==> config.mk <==
export PLATFORM = sky130hd
export DESIGN_NAME = vdc_cal_ctrl
export DESIGN_NICKNAME = d
export VERILOG_FILES = /design/src/rtl/vdc_pkg.sv /design/src/rtl/vdc_post_divider.sv /design/src/rtl/vdc_band_search.sv /design/src/rtl/vdc_cal_ctrl.sv
export SDC_FILE = /design/constraint.sdc
export NUM_CORES = 1
export LEC_CHECK = 0
export BUFFER_PORTS_ARGS = -buffer_cell sky130_fd_sc_hd__clkbuf_2
export CORE_MARGIN = 2
export CORE_UTILIZATION = 60
export DETAILED_ROUTE_END_ITERATION = 8
export PLACE_DENSITY = 0.88
export SETUP_SLACK_MARGIN = 0.1
export SLEW_MARGIN = 20
export SYNTH_ARGS = -nofsm -noshare
export SYNTH_HDL_FRONTEND = slang
export SYNTH_SLANG_ARGS = --single-unit
==> constraint.sdc <==
create_clock -name clock -period 6.4 [get_ports clock]
set_clock_uncertainty 0.1 [all_clocks]
set_input_delay 0.32 -clock clock [delete_from_list [all_inputs] [get_ports clock]]
set_output_delay 0.32 -clock clock [all_outputs]
set_load 0.05 [all_outputs]
==> src/rtl/vdc_pkg.sv <==
// Constants, types and decode helpers for the oscillator divider and calibration control
// ********************
// ********************
package vdc_pkg;
   // ********************
   // Register word indices (byte address is four times the index)
   // ********************
   localparam logic [8:0] IDX_UPDATE = 9'h00f;
   localparam logic [8:0] IDX_STATUS = 9'h020;
   localparam logic [8:0] IDX_CONTROL = 9'h100;
   localparam logic [8:0] IDX_LOOP = 9'h101;
   localparam logic [8:0] IDX_FB_INT = 9'h107;
   localparam logic [8:0] IDX_FB_AUX = 9'h108;
   localparam logic [8:0] IDX_PD_RESET = 9'h120;
   localparam logic [8:0] IDX_PD_RATIO = 9'h121;
   localparam logic [8:0] IDX_CH_SRC = 9'h122;
   // ********************
   // Fields and codes
   // ********************
   localparam int CTRL_CAL_BIT = 3;
   localparam int STAT_BUSY_BIT = 2;
   localparam int PDR_A_BIT = 0;
   localparam int PDR_B_BIT = 4;
   localparam int LOOP_LSB = 1;
   localparam logic [7:0] UPDATE_GO = 8'h01;
   localparam logic [1:0] LOOP_ZERO = 2'h0;
   localparam logic [1:0] LOOP_ONE = 2'h1;
   localparam logic [1:0] LOOP_TWO = 2'h2;
   // ********************
   // Reset values
   // ********************
   localparam logic [7:0] CONTROL_RST = 8'h00;
   localparam logic [7:0] LOOP_RST = 8'h00;
   localparam logic [7:0] FB_INT_RST = 8'h32;
   localparam logic [11:0] FB_AUX_RST = 12'h004;
   localparam logic [7:0] PD_RESET_RST = 8'h00;
   localparam logic [7:0] PD_RATIO_RST = 8'h44;
   localparam logic [1:0] CH_SRC_RST = 2'h0;
   // ********************
   // Calibration figures
   // ********************
   localparam int unsigned NUM_BANDS = 256;
   localparam logic [7:0] BAND_MID = 8'h80;
   localparam int unsigned CAL_PFD_CYCLES = 98500;
   localparam logic [19:0] UNGATED_MIN_TOTAL = 20'h00200;
   localparam logic [3:0] RATIO_MIN = 4'h2;
   localparam logic [3:0] RATIO_MAX = 4'hb;

   typedef enum logic [1:0] {CAL_IDLE, CAL_WAIT_REF, CAL_RUN} vdc_cal_state_t;

   // Codes outside 2..11 power the divider down
   function automatic logic ratio_active(input logic [3:0] ratio);
      return (ratio >= RATIO_MIN) && (ratio <= RATIO_MAX);
   endfunction
endpackage

==> src/rtl/vdc_post_divider.sv <==
// One post-oscillator divider with power-down decode and synchronous reset
`timescale 1ns/1ns
`default_nettype none
module vdc_post_divider (
   // Clock and reset
   input wire logic clock,
   input wire logic rst,
   // Oscillator side
   input wire logic oscTick,
   input wire logic syncReset,
   input wire logic [3:0] ratio,
   // Divided side
   output logic divTick,
   output logic powered
);
   logic [3:0] count_ff;
   logic on;

   assign on = vdc_pkg::ratio_active(ratio);

   always_ff @(posedge clock) begin
      if (rst || syncReset || !on) begin
         count_ff <= 4'h0;
      end else if (oscTick) begin
         count_ff <= (count_ff == ratio - 4'h1) ? 4'h0 : count_ff + 4'h1;
      end
   end

   always_ff @(posedge clock) begin
      if (rst || syncReset || !on) begin
         divTick <= 1'b0;
      end else begin
         divTick <= oscTick && (count_ff == ratio - 4'h1);
      end
   end

   always_ff @(posedge clock) begin
      if (rst) begin
         powered <= 1'b0;
      end else begin
         powered <= on;
      end
   end

   chk_powerdown_silent: assert property (@(posedge clock) disable iff (rst)
      !vdc_pkg::ratio_active(ratio) |=> !divTick && !powered)
      else $error("Powered-down divider still ticks");
   chk_reset_silent: assert property (@(posedge clock) disable iff (rst)
      syncReset |=> !divTick && count_ff == 4'h0)
      else $error("Divider runs while held in reset");
endmodule // vdc_post_divider
`default_nettype wire

==> src/rtl/vdc_band_search.sv <==
// Successive-approximation band search paced by phase-detector ticks
`timescale 1ns/1ns
`default_nettype none
module vdc_band_search #(
   parameter int unsigned CAL_CYCLES = vdc_pkg::CAL_PFD_CYCLES
) (
   // Clock and reset
   input wire logic clock,
   input wire logic rst,
   // Control
   input wire logic start,
   input wire logic pfdTick,
   input wire logic fbFaster,
   // Result
   output logic [7:0] band,
   output logic done
);
   // Eight trials, one per band bit, share the calibration span
   localparam int unsigned STEP = CAL_CYCLES / 8;
   localparam int unsigned CW = $clog2(STEP + 1);

   if (CAL_CYCLES < 16) begin : g_bad_len
      $error("CAL_CYCLES too small for eight trials");
   end

   logic active_ff;
   logic [CW-1:0] stepCnt_ff;
   logic [2:0] bitIdx_ff;
   logic stepEnd;
   logic [7:0] nxt_band;

   assign stepEnd = active_ff && pfdTick && (stepCnt_ff == CW'(STEP - 1));

   always_comb begin
      nxt_band = band;
      if (fbFaster) begin
         nxt_band[bitIdx_ff] = 1'b0;
      end
      if (bitIdx_ff != 3'h0) begin
         nxt_band[bitIdx_ff - 3'h1] = 1'b1;
      end
   end

   always_ff @(posedge clock) begin
      if (rst) begin
         active_ff <= 1'b0;
      end else if (start) begin
         active_ff <= 1'b1;
      end else if (stepEnd && bitIdx_ff == 3'h0) begin
         active_ff <= 1'b0;
      end
   end

   always_ff @(posedge clock) begin
      if (rst || start || stepEnd) begin
         stepCnt_ff <= '0;
      end else if (active_ff && pfdTick) begin
         stepCnt_ff <= stepCnt_ff + CW'(1);
      end
   end

   always_ff @(posedge clock) begin
      if (rst || start) begin
         bitIdx_ff <= 3'h7;
         band <= vdc_pkg::BAND_MID;
      end else if (stepEnd) begin
         bitIdx_ff <= bitIdx_ff - 3'h1;
         band <= nxt_band;
      end
   end

   always_ff @(posedge clock) begin
      if (rst) begin
         done <= 1'b0;
      end else begin
         done <= stepEnd && (bitIdx_ff == 3'h0);
      end
   end

   chk_start_mid: assert property (@(posedge clock) disable iff (rst)
      start |=> band == 8'h80 && active_ff)
      else $error("Band search did not start at mid band");
   chk_step_span: assert property (@(posedge clock) disable iff (rst)
      active_ff && pfdTick && !stepEnd && !start |=> stepCnt_ff == $past(stepCnt_ff) + CW'(1))
      else $error("Trial counter skipped a phase-detector tick");
endmodule // vdc_band_search
`default_nettype wire

==> src/rtl/vdc_cal_ctrl.sv <==
// Oscillator divider and band calibration controller with Avalon-MM registers
`timescale 1ns/1ns
`default_nettype none
module vdc_cal_ctrl #(
   parameter int unsigned CAL_CYCLES = vdc_pkg::CAL_PFD_CYCLES
) (
   // Clock and reset
   input wire logic clock,
   input wire logic rst,
   // Avalon-MM slave
   input wire logic [10:0] avs_address,
   input wire logic avs_read,
   input wire logic avs_write,
   input wire logic [31:0] avs_writedata,
   input wire logic [3:0] avs_byteenable,
   output logic [31:0] avs_readdata,
   output logic avs_waitrequest,
   // Oscillator and reference status
   input wire logic oscTick,
   input wire logic pfdTick,
   input wire logic refEdge,
   input wire logic refLost,
   input wire logic fbFaster,
   // Device events
   input wire logic presetLoadDone,
   input wire logic pllReset,
   // Oscillator band and loop
   output logic [7:0] band,
   output logic [1:0] loopMode,
   output logic calFbCascade,
   output logic calBusy,
   // Post dividers and distribution
   output logic divATick,
   output logic divBTick,
   output logic divAOn,
   output logic divBOn,
   output logic [3:0] chanTick,
   output logic zdTick,
   output logic chanSyncHold
);
   // ********************
   // Bus slave
   // ********************
   logic ack_ff;
   logic [8:0] idx;
   logic aligned;
   logic wrAccept;
   logic commit;
   logic [7:0] rdByte;

   assign idx = avs_address[10:2];
   assign aligned = (avs_address[1:0] == 2'h0);
   // One wait state on every access keeps read data registered
   assign avs_waitrequest = (avs_read || avs_write) && !ack_ff;
   assign wrAccept = avs_write && ack_ff && aligned && avs_byteenable[0];
   assign commit = wrAccept && idx == vdc_pkg::IDX_UPDATE
      && avs_writedata[7:0] == vdc_pkg::UPDATE_GO;

   always_ff @(posedge clock) begin
      if (rst) begin
         ack_ff <= 1'b0;
      end else begin
         ack_ff <= (avs_read || avs_write) && !ack_ff;
      end
   end

   // ********************
   // Staged and active registers
   // ********************
   logic [7:0] ctrlSh_ff;
   logic [7:0] loopSh_ff;
   logic [7:0] fbIntSh_ff;
   logic [11:0] fbAuxSh_ff;
   logic [7:0] pdRstSh_ff;
   logic [7:0] pdRatioSh_ff;
   logic [1:0] chSrcSh_ff;
   logic [7:0] ctrlAct_ff;
   logic [1:0] loopAct_ff;
   logic [7:0] fbIntAct_ff;
   logic [11:0] fbAuxAct_ff;
   logic [7:0] pdRstAct_ff;
   logic [7:0] pdRatioAct_ff;
   logic [1:0] chSrcAct_ff;

   always_ff @(posedge clock) begin
      if (rst) begin
         ctrlSh_ff <= vdc_pkg::CONTROL_RST;
         loopSh_ff <= vdc_pkg::LOOP_RST;
         fbIntSh_ff <= vdc_pkg::FB_INT_RST;
         fbAuxSh_ff <= vdc_pkg::FB_AUX_RST;
         pdRstSh_ff <= vdc_pkg::PD_RESET_RST;
         pdRatioSh_ff <= vdc_pkg::PD_RATIO_RST;
         chSrcSh_ff <= vdc_pkg::CH_SRC_RST;
      end else if (wrAccept) begin
         unique case (idx)
            vdc_pkg::IDX_CONTROL: ctrlSh_ff <= avs_writedata[7:0];
            vdc_pkg::IDX_LOOP: loopSh_ff <= avs_writedata[7:0];
            vdc_pkg::IDX_FB_INT: fbIntSh_ff <= avs_writedata[7:0];
            vdc_pkg::IDX_FB_AUX: begin
               if (avs_byteenable[1]) begin
                  fbAuxSh_ff <= avs_writedata[11:0];
               end
            end
            vdc_pkg::IDX_PD_RESET: pdRstSh_ff <= avs_writedata[7:0];
            vdc_pkg::IDX_PD_RATIO: pdRatioSh_ff <= avs_writedata[7:0];
            vdc_pkg::IDX_CH_SRC: chSrcSh_ff <= avs_writedata[1:0];
            default: ;
         endcase
      end
   end

   // Nothing staged reaches the logic until the update strobe
   always_ff @(posedge clock) begin
      if (rst) begin
         ctrlAct_ff <= vdc_pkg::CONTROL_RST;
         loopAct_ff <= vdc_pkg::LOOP_RST[vdc_pkg::LOOP_LSB +: 2];
         fbIntAct_ff <= vdc_pkg::FB_INT_RST;
         fbAuxAct_ff <= vdc_pkg::FB_AUX_RST;
         pdRstAct_ff <= vdc_pkg::PD_RESET_RST;
         pdRatioAct_ff <= vdc_pkg::PD_RATIO_RST;
         chSrcAct_ff <= vdc_pkg::CH_SRC_RST;
      end else if (commit) begin
         ctrlAct_ff <= ctrlSh_ff;
         loopAct_ff <= loopSh_ff[vdc_pkg::LOOP_LSB +: 2];
         fbIntAct_ff <= fbIntSh_ff;
         fbAuxAct_ff <= fbAuxSh_ff;
         pdRstAct_ff <= pdRstSh_ff;
         pdRatioAct_ff <= pdRatioSh_ff;
         chSrcAct_ff <= chSrcSh_ff;
      end
   end

   // ********************
   // Calibration sequencer
   // ********************
   vdc_pkg::vdc_cal_state_t state_ff;
   logic calReq;
   logic ungated;
   logic refOk;
   logic bandStart;
   logic bandDone;
   logic [19:0] fbTotal;
   logic firstPend_ff;
   logic loop2Sub_ff;

   // Start on presetLoadDone or on a 0-to-1 commit of the bit; the device never clears it
   assign calReq = presetLoadDone
      || (commit && ctrlSh_ff[vdc_pkg::CTRL_CAL_BIT]
      && !ctrlAct_ff[vdc_pkg::CTRL_CAL_BIT]);
   assign fbTotal = 20'(fbIntAct_ff) * 20'(fbAuxAct_ff);
   // Slow loop-1 references sit below the loss flag threshold
   assign ungated = (loopAct_ff == vdc_pkg::LOOP_ONE)
      && (fbTotal >= vdc_pkg::UNGATED_MIN_TOTAL);
   assign refOk = ungated || !refLost;
   assign bandStart = (state_ff == vdc_pkg::CAL_WAIT_REF) && refOk && refEdge;

   always_ff @(posedge clock) begin
      if (rst) begin
         state_ff <= vdc_pkg::CAL_IDLE;
      end else begin
         unique case (state_ff)
            vdc_pkg::CAL_IDLE: begin
               if (calReq) begin
                  state_ff <= vdc_pkg::CAL_WAIT_REF;
               end
            end
            vdc_pkg::CAL_WAIT_REF: begin
               if (bandStart) begin
                  state_ff <= vdc_pkg::CAL_RUN;
               end
            end
            vdc_pkg::CAL_RUN: begin
               if (bandDone) begin
                  state_ff <= vdc_pkg::CAL_IDLE;
               end
            end
            default: state_ff <= vdc_pkg::CAL_IDLE;
         endcase
      end
   end

   assign calBusy = (state_ff != vdc_pkg::CAL_IDLE);

   vdc_band_search #(
      .CAL_CYCLES(CAL_CYCLES)
   ) u_band (
      .clock(clock),
      .rst(rst),
      .start(bandStart),
      .pfdTick(pfdTick),
      .fbFaster(fbFaster),
      .band(band),
      .done(bandDone)
   );

   // First calibration after any reset keeps the distribution in sync
   always_ff @(posedge clock) begin
      if (rst || pllReset) begin
         firstPend_ff <= 1'b1;
      end else if (bandDone) begin
         firstPend_ff <= 1'b0;
      end
   end

   assign chanSyncHold = firstPend_ff && calBusy;

   // Loop 2 loses its feedback while dividers are synced, so loop 0 stands in
   always_ff @(posedge clock) begin
      if (rst) begin
         loop2Sub_ff <= 1'b0;
      end else if (bandDone && loopAct_ff == vdc_pkg::LOOP_TWO) begin
         loop2Sub_ff <= 1'b1;
      end else if (commit) begin
         loop2Sub_ff <= 1'b0;
      end
   end

   always_comb begin
      loopMode = vdc_pkg::LOOP_ZERO;
      if (loopAct_ff == vdc_pkg::LOOP_ONE) begin
         loopMode = vdc_pkg::LOOP_ONE;
      end else if (loopAct_ff == vdc_pkg::LOOP_TWO && !calBusy && !loop2Sub_ff) begin
         loopMode = vdc_pkg::LOOP_TWO;
      end
   end

   assign calFbCascade = calBusy && (loopAct_ff == vdc_pkg::LOOP_ONE);

   // ********************
   // Post dividers
   // ********************
   logic [1:0] divTicks;
   logic [1:0] divOns;
   logic calRun;

   assign calRun = (state_ff == vdc_pkg::CAL_RUN);

   for (genvar i = 0; i < 2; i++) begin : g_div
      vdc_post_divider u_div (
         .clock(clock),
         .rst(rst),
         .oscTick(oscTick),
         .syncReset(pdRstAct_ff[4 * i] || calRun),
         .ratio(pdRatioAct_ff[4 * i +: 4]),
         .divTick(divTicks[i]),
         .powered(divOns[i])
      );
   end

   assign divATick = divTicks[0];
   assign divBTick = divTicks[1];
   assign divAOn = divOns[0];
   assign divBOn = divOns[1];

   // Channel dividers one and two may take either source
   always_comb begin
      chanTick = {4{divATick}};
      if (chSrcAct_ff[0]) begin
         chanTick[1] = divBTick;
      end
      if (chSrcAct_ff[1]) begin
         chanTick[2] = divBTick;
      end
      if (chanSyncHold) begin
         chanTick = 4'h0;
      end
   end

   assign zdTick = divATick && !chanSyncHold;

   // ********************
   // Read path
   // ********************
   always_comb begin
      rdByte = 8'h00;
      if (aligned) begin
         unique case (idx)
            vdc_pkg::IDX_STATUS: rdByte[vdc_pkg::STAT_BUSY_BIT] = calBusy;
            vdc_pkg::IDX_CONTROL: rdByte = ctrlSh_ff;
            vdc_pkg::IDX_LOOP: rdByte = loopSh_ff;
            vdc_pkg::IDX_FB_INT: rdByte = fbIntSh_ff;
            vdc_pkg::IDX_PD_RESET: rdByte = pdRstSh_ff;
            vdc_pkg::IDX_PD_RATIO: rdByte = pdRatioSh_ff;
            vdc_pkg::IDX_CH_SRC: rdByte = {6'h00, chSrcSh_ff};
            default: rdByte = 8'h00;
         endcase
      end
   end

   always_ff @(posedge clock) begin
      if (rst) begin
         avs_readdata <= 32'h0;
      end else if (avs_read && !ack_ff) begin
         if (aligned && idx == vdc_pkg::IDX_FB_AUX) begin
            avs_readdata <= {20'h00000, fbAuxSh_ff};
         end else begin
            avs_readdata <= {24'h000000, rdByte};
         end
      end
   end

   // ********************
   // Checks
   // ********************
   chk_commit_only: assert property (@(posedge clock) disable iff (rst)
      !$past(commit) |-> pdRstAct_ff == $past(pdRstAct_ff))
      else $error("Divider reset changed without update strobe");
   chk_div_reset: assert property (@(posedge clock) disable iff (rst)
      calRun |=> !divATick && !divBTick)
      else $error("Post divider ran during calibration");
   chk_ref_gate: assert property (@(posedge clock) disable iff (rst)
      state_ff == vdc_pkg::CAL_WAIT_REF && refLost && !ungated
      |=> state_ff == vdc_pkg::CAL_WAIT_REF)
      else $error("Calibration left wait with reference lost");
   chk_ungated_go: assert property (@(posedge clock) disable iff (rst)
      state_ff == vdc_pkg::CAL_WAIT_REF && ungated && refEdge
      |=> state_ff == vdc_pkg::CAL_RUN ##1 band == 8'h80)
      else $error("Ungated loop 1 calibration did not start");
   chk_preset_start: assert property (@(posedge clock) disable iff (rst)
      presetLoadDone && !calBusy |=> calBusy && state_ff == vdc_pkg::CAL_WAIT_REF)
      else $error("Preset load did not start calibration");
   chk_bit_kept: assert property (@(posedge clock) disable iff (rst)
      $fell(calBusy) |-> ctrlAct_ff[3] == $past(ctrlAct_ff[3], 2))
      else $error("Calibrate bit changed by the device");
   chk_busy_status: assert property (@(posedge clock) disable iff (rst)
      avs_read && !avs_waitrequest && avs_address == 11'h080
      |-> avs_readdata[2] == $past(calBusy))
      else $error("Status bit does not show calibration");
   chk_first_hold: assert property (@(posedge clock) disable iff (rst)
      firstPend_ff && calBusy |-> chanTick == 4'h0 && !zdTick)
      else $error("Channels ran during first calibration");
   chk_loop2_sub: assert property (@(posedge clock) disable iff (rst)
      loopAct_ff == 2'h2 && (calBusy || loop2Sub_ff) |-> loopMode == 2'h0)
      else $error("Loop 2 not replaced by loop 0");
   chk_loop_zero: assert property (@(posedge clock) disable iff (rst)
      loopAct_ff == 2'h0 |-> loopMode == 2'h0)
      else $error("Loop field zero selected another loop");
   chk_cascade: assert property (@(posedge clock) disable iff (rst)
      calBusy && loopAct_ff == 2'h1 |-> calFbCascade)
      else $error("Loop 1 calibration lacks cascade feedback");
   chk_feed_a: assert property (@(posedge clock) disable iff (rst)
      !chanSyncHold |-> chanTick[0] == divATick && chanTick[3] == divATick)
      else $error("Channel zero or three not fed by divider A");
endmodule // vdc_cal_ctrl
`default_nettype wire

**After elaboration in Yosys (flattened, before gate mapping)**

Index checks and enable logic that the tools add are counted.

- Register bits after elaboration: 171
- Input bits: 58
- Output and inout bits: 55
- Word-level logic and storage cells: 158

- Equal/unequal tests: 20
- $add $sub $neg: 6
- Multipliers: 1
- Mux-type cells: 26
- $lt $le $gt $ge: 9
- Reduce and logical (&&, ||, !) cells: 63
- Bitwise gates (word level): 3

Operators with widths:

| kind | count |
|---|---|
| $eq 9x9->1 const B | 7 |
| $logic_and 1x1->1 | 28 |
| $pmux 5 s5 | 1 |
| $mux 8 | 3 |
| $ge 20x10->1 const B | 1 |
| $mul 8x12->20 | 1 |
| $add 14x1->14 const B | 1 |
| $eq 14x14->1 const B | 1 |
| $logic_or 1x1->1 | 12 |
| $mux 12 | 1 |
| $mux 4 | 3 |
| $pmux 2 s6 | 1 |
| $reduce_and 2->1 | 6 |
| $mux 2 | 5 |
| $eq 9x4->1 const B | 1 |
| $eq 9x6->1 const B | 1 |
| $add 4x1->4 const B | 2 |
| $and 8x8->8 | 1 |
| $eq 4x4->1 | 2 |
| $eq 8x1->1 const B | 1 |
| $ge 4x2->1 const B | 2 |
| $le 4x4->1 const B | 2 |
| $logic_not 1->1 | 8 |
| $lt 3x4->1 const B | 2 |
| other kinds (18) | 35 |

**Logic depth before layout (Yosys ltp)**

- Depth in word-level cells: 10
- Depth in mapped cells: 21
- Mapped depth without buffers: 18

**By module**

A second synthesis with hierarchy kept.

- Cells, all modules: 1138
- Area total of the unflattened synthesis: 9820.7 um2

By module, submodules not included:

| module | seq. area each (um2) | instances | area each (um2) | cells each |
|---|---|---|---|---|
| vdc_cal_ctrl | 2122.0 | 1 | 7818.7 | 915 |
| vdc_band_search | 540.5 | 1 | 1283.7 | 153 |
| vdc_post_divider | 120.1 | 2 | 359.1 | 35 |

**Worst setup path before layout**

Ideal clock, no wire load.

- Path kind: register -> register
- Start point: register fbIntAct_ff[7]
- End point: register u_band.stepCnt_ff[13]
- Period minus slack after synthesis: 5094 ps
- Path slack: 1306 ps
- Stages on the path, launching flop included: 21
- Setup time: 89 ps
- Data arrival time: 4905 ps
- Path buffers: 2
- Required time: 6211 ps
- Path through: dfxtp_1 -> clkbuf_1 -> and2_1 -> fa_1 -> inv_1 -> fa_1 -> inv_1 -> fa_1 -> inv_1 -> fa_1 -> inv_1 -> ha_1 -> a21oi_1 -> o22ai_1 -> a21oi_1 -> nand2b_1 -> xor2_1 -> nor4b_4 -> a31oi_4 -> buf_4 -> nor4_4

- Cells in the longest elaborated chain, start to end: 8

Ends and longest elaborated chain:

| item | line | RTL |
|---|---|---|
| from (decl) | vdc_cal_ctrl.sv:79 | `logic [7:0] fbIntAct_ff;` |
| from (signal assigned) | vdc_cal_ctrl.sv:117 | `fbIntAct_ff <= vdc_pkg::FB_INT_RST;` |
| from (signal assigned) | vdc_cal_ctrl.sv:125 | `fbIntAct_ff <= fbIntSh_ff;` |
| $mul 8x12->20 | vdc_cal_ctrl.sv:150 | `assign fbTotal = 20'(fbIntAct_ff) * 20'(fbAuxAct_ff);` |
| $ge 20x10->1 | vdc_cal_ctrl.sv:153 | `&& (fbTotal >= vdc_pkg::UNGATED_MIN_TOTAL);` |
| $logic_and 1x1->1 | vdc_cal_ctrl.sv:153 |  |
| $logic_or 1x1->1 | vdc_cal_ctrl.sv:154 | `assign refOk = ungated \|\| !refLost;` |
| $logic_and 1x1->1 (2 in series) | vdc_cal_ctrl.sv:155 | `assign bandStart = (state_ff == vdc_pkg::CAL_WAIT_REF) && refOk && refEdge;` |
| $logic_or 1x1->1 (2 in series) | vdc_band_search.sv:55 | `if (rst \|\| start \|\| stepEnd) begin` |
| to (signal assigned) | vdc_band_search.sv:58 | `stepCnt_ff <= stepCnt_ff + CW'(1);` |
| to (decl) | vdc_band_search.sv:27 | `logic [CW-1:0] stepCnt_ff;` |

Every way passes these cells.
A chain may end at the register's enable or synchronous reset.

**Worst setup path after layout**

- Start point: register fbIntAct_ff[7]
- End point: register u_band.bitIdx_ff[2]

- Cells in the longest elaborated chain, start to end: 7

Ends and longest elaborated chain:

| item | line | RTL |
|---|---|---|
| $mul 8x12->20 | vdc_cal_ctrl.sv:150 |  |
| $ge 20x10->1 | vdc_cal_ctrl.sv:153 |  |
| $logic_and 1x1->1 | vdc_cal_ctrl.sv:153 |  |
| $logic_or 1x1->1 | vdc_cal_ctrl.sv:154 |  |
| $logic_and 1x1->1 (2 in series) | vdc_cal_ctrl.sv:155 |  |
| $logic_or 1x1->1 | vdc_band_search.sv:63 | `if (rst \|\| start) begin` |
| to (signal assigned) | vdc_band_search.sv:67 | `bitIdx_ff <= bitIdx_ff - 3'h1;` |
| to (decl) | vdc_band_search.sv:28 | `logic [2:0] bitIdx_ff;` |

Every way passes these cells.

==> qor.yml <==
yosysWarnings: 0
antenna_found_initial: 0
synth_mux_area_frac: 0.0855
drive_gt1_frac: 0.119
grt_overflow_total: 0
cts.sinks: 145
netlist.area_leader.share: 0.299
num_io_pins: 113
crit_path_end_kind: "register"
ys_seq_elements: 145
whs_path_depth: 3
route.met2.wl_mm: 10.6
antennaDiodeCount: 0
clock.fmax_mhz: 170
cp_slowest_stage_delay_ns: 0.55
post-route-min-period_ns: 5.88
top_layer: "met4"
die_y_um: 131
p_per_area_nw_per_um2: 191
async_flop_share: 0
synth_flop_cell: "dfxtp_1"
rr_worst_depth: 18
clk_pin_slew_ns: 0.06
synth_area_um2: 9720
hpwl_mm: 15.3
maxCapViolCount: 0
vdd_drop_max_mv: 0.200
synth_xor_area_frac: 0.0352
coreArea_um2: 15900
synth-simple-area-share: 0.223
regArea_um2: 2900
critPathRequiredTime_ns: 6.60
grt_setup_unrepaired: "false"
slew_headroom: 0.278
wl_per_cell_um: 15.9
dr.first_iter.drc_count: 552
path_cells: "and2_1 > fa_1 > inv_1 > fa_1 > inv_1 > fa_1 > inv_1 > fa_1 > inv_1 > ha_1 > a21oi_1 > o22ai_1 > a21oi_1 > nand2b_1 > xor2_1 > nor4b_4 > a31oi_4 > or3_1"
synth_edf_count: 0
cts_root_buf: "clkbuf_16"
slew_violations: 0
synth_top_family_by_area: "simple AND/OR/NAND/NOR gates"
grt_pass1_wl_mm: 35.9
p_leak_nw: 4.42
startpoint_type: "register"
die_w_um: 131
rows: 46
synth.most_common_cell: "dfxtp_1"
wirelength_mm: 21.5
min_from: "avs_writedata[10]"
yosys.area.top_type: "dfxtp_1"
synth_area_leaders: "dfxtp_1, fa_1, mux2i_1, ha_1, and2_1"
r2r_setup_slack_ns: 0.52
hp-class: "input pin to register"
yosysSeqAreaShare: 0.299
syn_to_final_growth_pct: 9.85
tightestPinTransition_ns: 1.07
synth-compound-area-share: 0.0970
vias: 7692
n_fill_cell: 1195
synth_cells: 1077
clockBufferDepth: 2
setup_tns_ns: 0
r2r_end: "u_band.bitIdx_ff[2]$_SDFFE_PP1P_"
cpMaxStageDelayCell: "fa_1"
multi_input_area_um2: 6190
cts_buffers: 17
setup_violations: 0
die_area_um2: 17200
rr_startpoint: "fbIntAct_ff[7]$_SDFFE_PP0P_"
crit_path_max_fanout: 25
cts_resized: 0
synth.avg_cell_area_um2: 9.02
port_buffers: 70
final_nets: 1292
drc: 0
period_share: 0.918
insertion_delay_ns: 0.42
dr_wl_met3_mm: 1.21
crit_type: "register to register"
initial_core_util: 0.612
gp_congestion: 0.841
status: "finished clean"
whs_endpoint: "fbAuxSh_ff[10]$_SDFFE_PP0P_"
grt_util_all_layers: 0.253
ys_types: 60
met1_length_mm: 9.28
postRouteAntennaNets: 0
cts_tree: "done"
grt_max_degree: 82
cts_htree_levels: 4
hold_viol: 0
ys_top_cells_by_count: "dfxtp_1, nor2_1, inv_1"
dr.pass1.iters: 7
p_total_mw: 2.04
cp_data_arrival_time_ns: 6.08
synth_adder_area_share: 0.187
grt_pass1_vias: 7626
viasPerCell: 5.69
-- per-layer routing --
layer / track usage / vias to the layer above
met3: 0.0440 / 43
met4: 0.0870 / 0
met5: 0 / -
li1: - / 3699
met1: 0.314 / 3665
met2: 0.443 / 285
-- state kept, by name, indices dropped and copies added (netlist names), 2 cells and up --
register and flops:
u_band.band 8, loopSh_ff 8, avs_readdata 12, u_band.bitIdx_ff 3, ctrlSh_ff 8, u_band.stepCnt_ff 14, g_div.u_div.powered 2, loopAct_ff 2
pdRstSh_ff 8, fbIntAct_ff 8, chSrcAct_ff 2, g_div.u_div.divTick 2, pdRatioSh_ff 8, pdRstAct_ff 2, fbAuxSh_ff 12, pdRatioAct_ff 8
state_ff 2, fbAuxAct_ff 12, g_div.u_div.count_ff 8, fbIntSh_ff 8, chSrcSh_ff 2
-- critical path: cells and delay by family (launching register included) --
family / cells / cell delay (ns)
compound gates: 4 / 1.02
xor+xnor: 1 / 0.19
fa+ha+maj: 5 / 2.55
buf+inv: 4 / 0.23
flops: 1 / 0.46
simple gates: 4 / 1.21
-- worst max path at each step --
stage | slack (ns) | cells after the start | end | start
after global placement | 0.68 | 18 | u_band.bitIdx_ff[0]$_SDFFE_PP1P_ | fbIntAct_ff[7]$_SDFFE_PP0P_
after floorplan | 1.31 | 20 | u_band.stepCnt_ff[13]$_SDFFE_PP0P_ | fbIntAct_ff[7]$_SDFFE_PP0P_
after CTS | 0.55 | 18 | u_band.bitIdx_ff[2]$_SDFFE_PP1P_ | fbIntAct_ff[7]$_SDFFE_PP0P_
after detailed placement | 0.57 | 18 | u_band.bitIdx_ff[2]$_SDFFE_PP1P_ | fbIntAct_ff[7]$_SDFFE_PP0P_
final | 0.52 | 18 | u_band.bitIdx_ff[2]$_SDFFE_PP1P_ | fbIntAct_ff[7]$_SDFFE_PP0P_
after global routing | 0.24 | 17 | u_band.bitIdx_ff[2]$_SDFFE_PP1P_ | fbIntAct_ff[6]$_SDFFE_PP0P_
-- placed cells by master (no fill, tap or decap), types with 17 or more instances in the layout --
cell,n
xor2_1,17
nor2_1,128
nand2_1,61
xnor2_1,22
nand3_1,22
clkbuf_2,69
ha_1,49
clkbuf_16,17
mux2i_1,83
conb_1,20
inv_1,94
dfxtp_1,145
a21oi_1,37
nor3_1,25
nor2b_1,20
and2_1,79
fa_1,60
-- power breakdown --
group	total (mW)	internal [mW]	switching, mW
sequential	0.926	0.915	0.0116
clock	0.927	0.507	0.420
combinational	0.188	0.0413	0.147
total	2.04	1.46	0.578
-- logic make-up after synthesis --
logic type | Yosys count
muxes | 83
AOI/OAI and AO/OA | 132
buffers and inverters | 161
other | 1
and+or+nand+nor | 407
adders and majority gates | 109
xor gates and xnor gates | 39
DFF | 145
-- layout make-up --
class / instances / area share
Multi-Input combinational cell: 790 / 0.580
Sequential cell: 145 / 0.272
Clock inverter: 14 / 0.0116
Timing Repair Buffer: 77 / 0.0382
Clock buffer: 17 / 0.0399
Inverter: 94 / 0.0331
Tap cell: 216 / 0.0253
-- metrics by stage --
step / setup WS [ns] / instance area [µm²] / utilization / instances / hold WS, ns
after CTS: 0.551 / 10700 / 0.672 / 1353 / 0.0176
after global routing: 0.237 / 10700 / 0.672 / 1353 / 0.0263
after global placement: 0.683 / 10100 / 0.637 / 1321 / 0.342
final: 0.524 / 10700 / 0.672 / 1353 / 0.0321
after floorplan: 1.31 / 9790 / - / 1096 / 0.323
after detailed placement: 0.569 / 10100 / 0.637 / 1321 / 0.348
-- what timing repair did --
action,in CTS,in global routing
hold endpoints to repair,1,0
hold buffers,1,0
setup buffers,0,0
(Power assumes the default switching activity.)
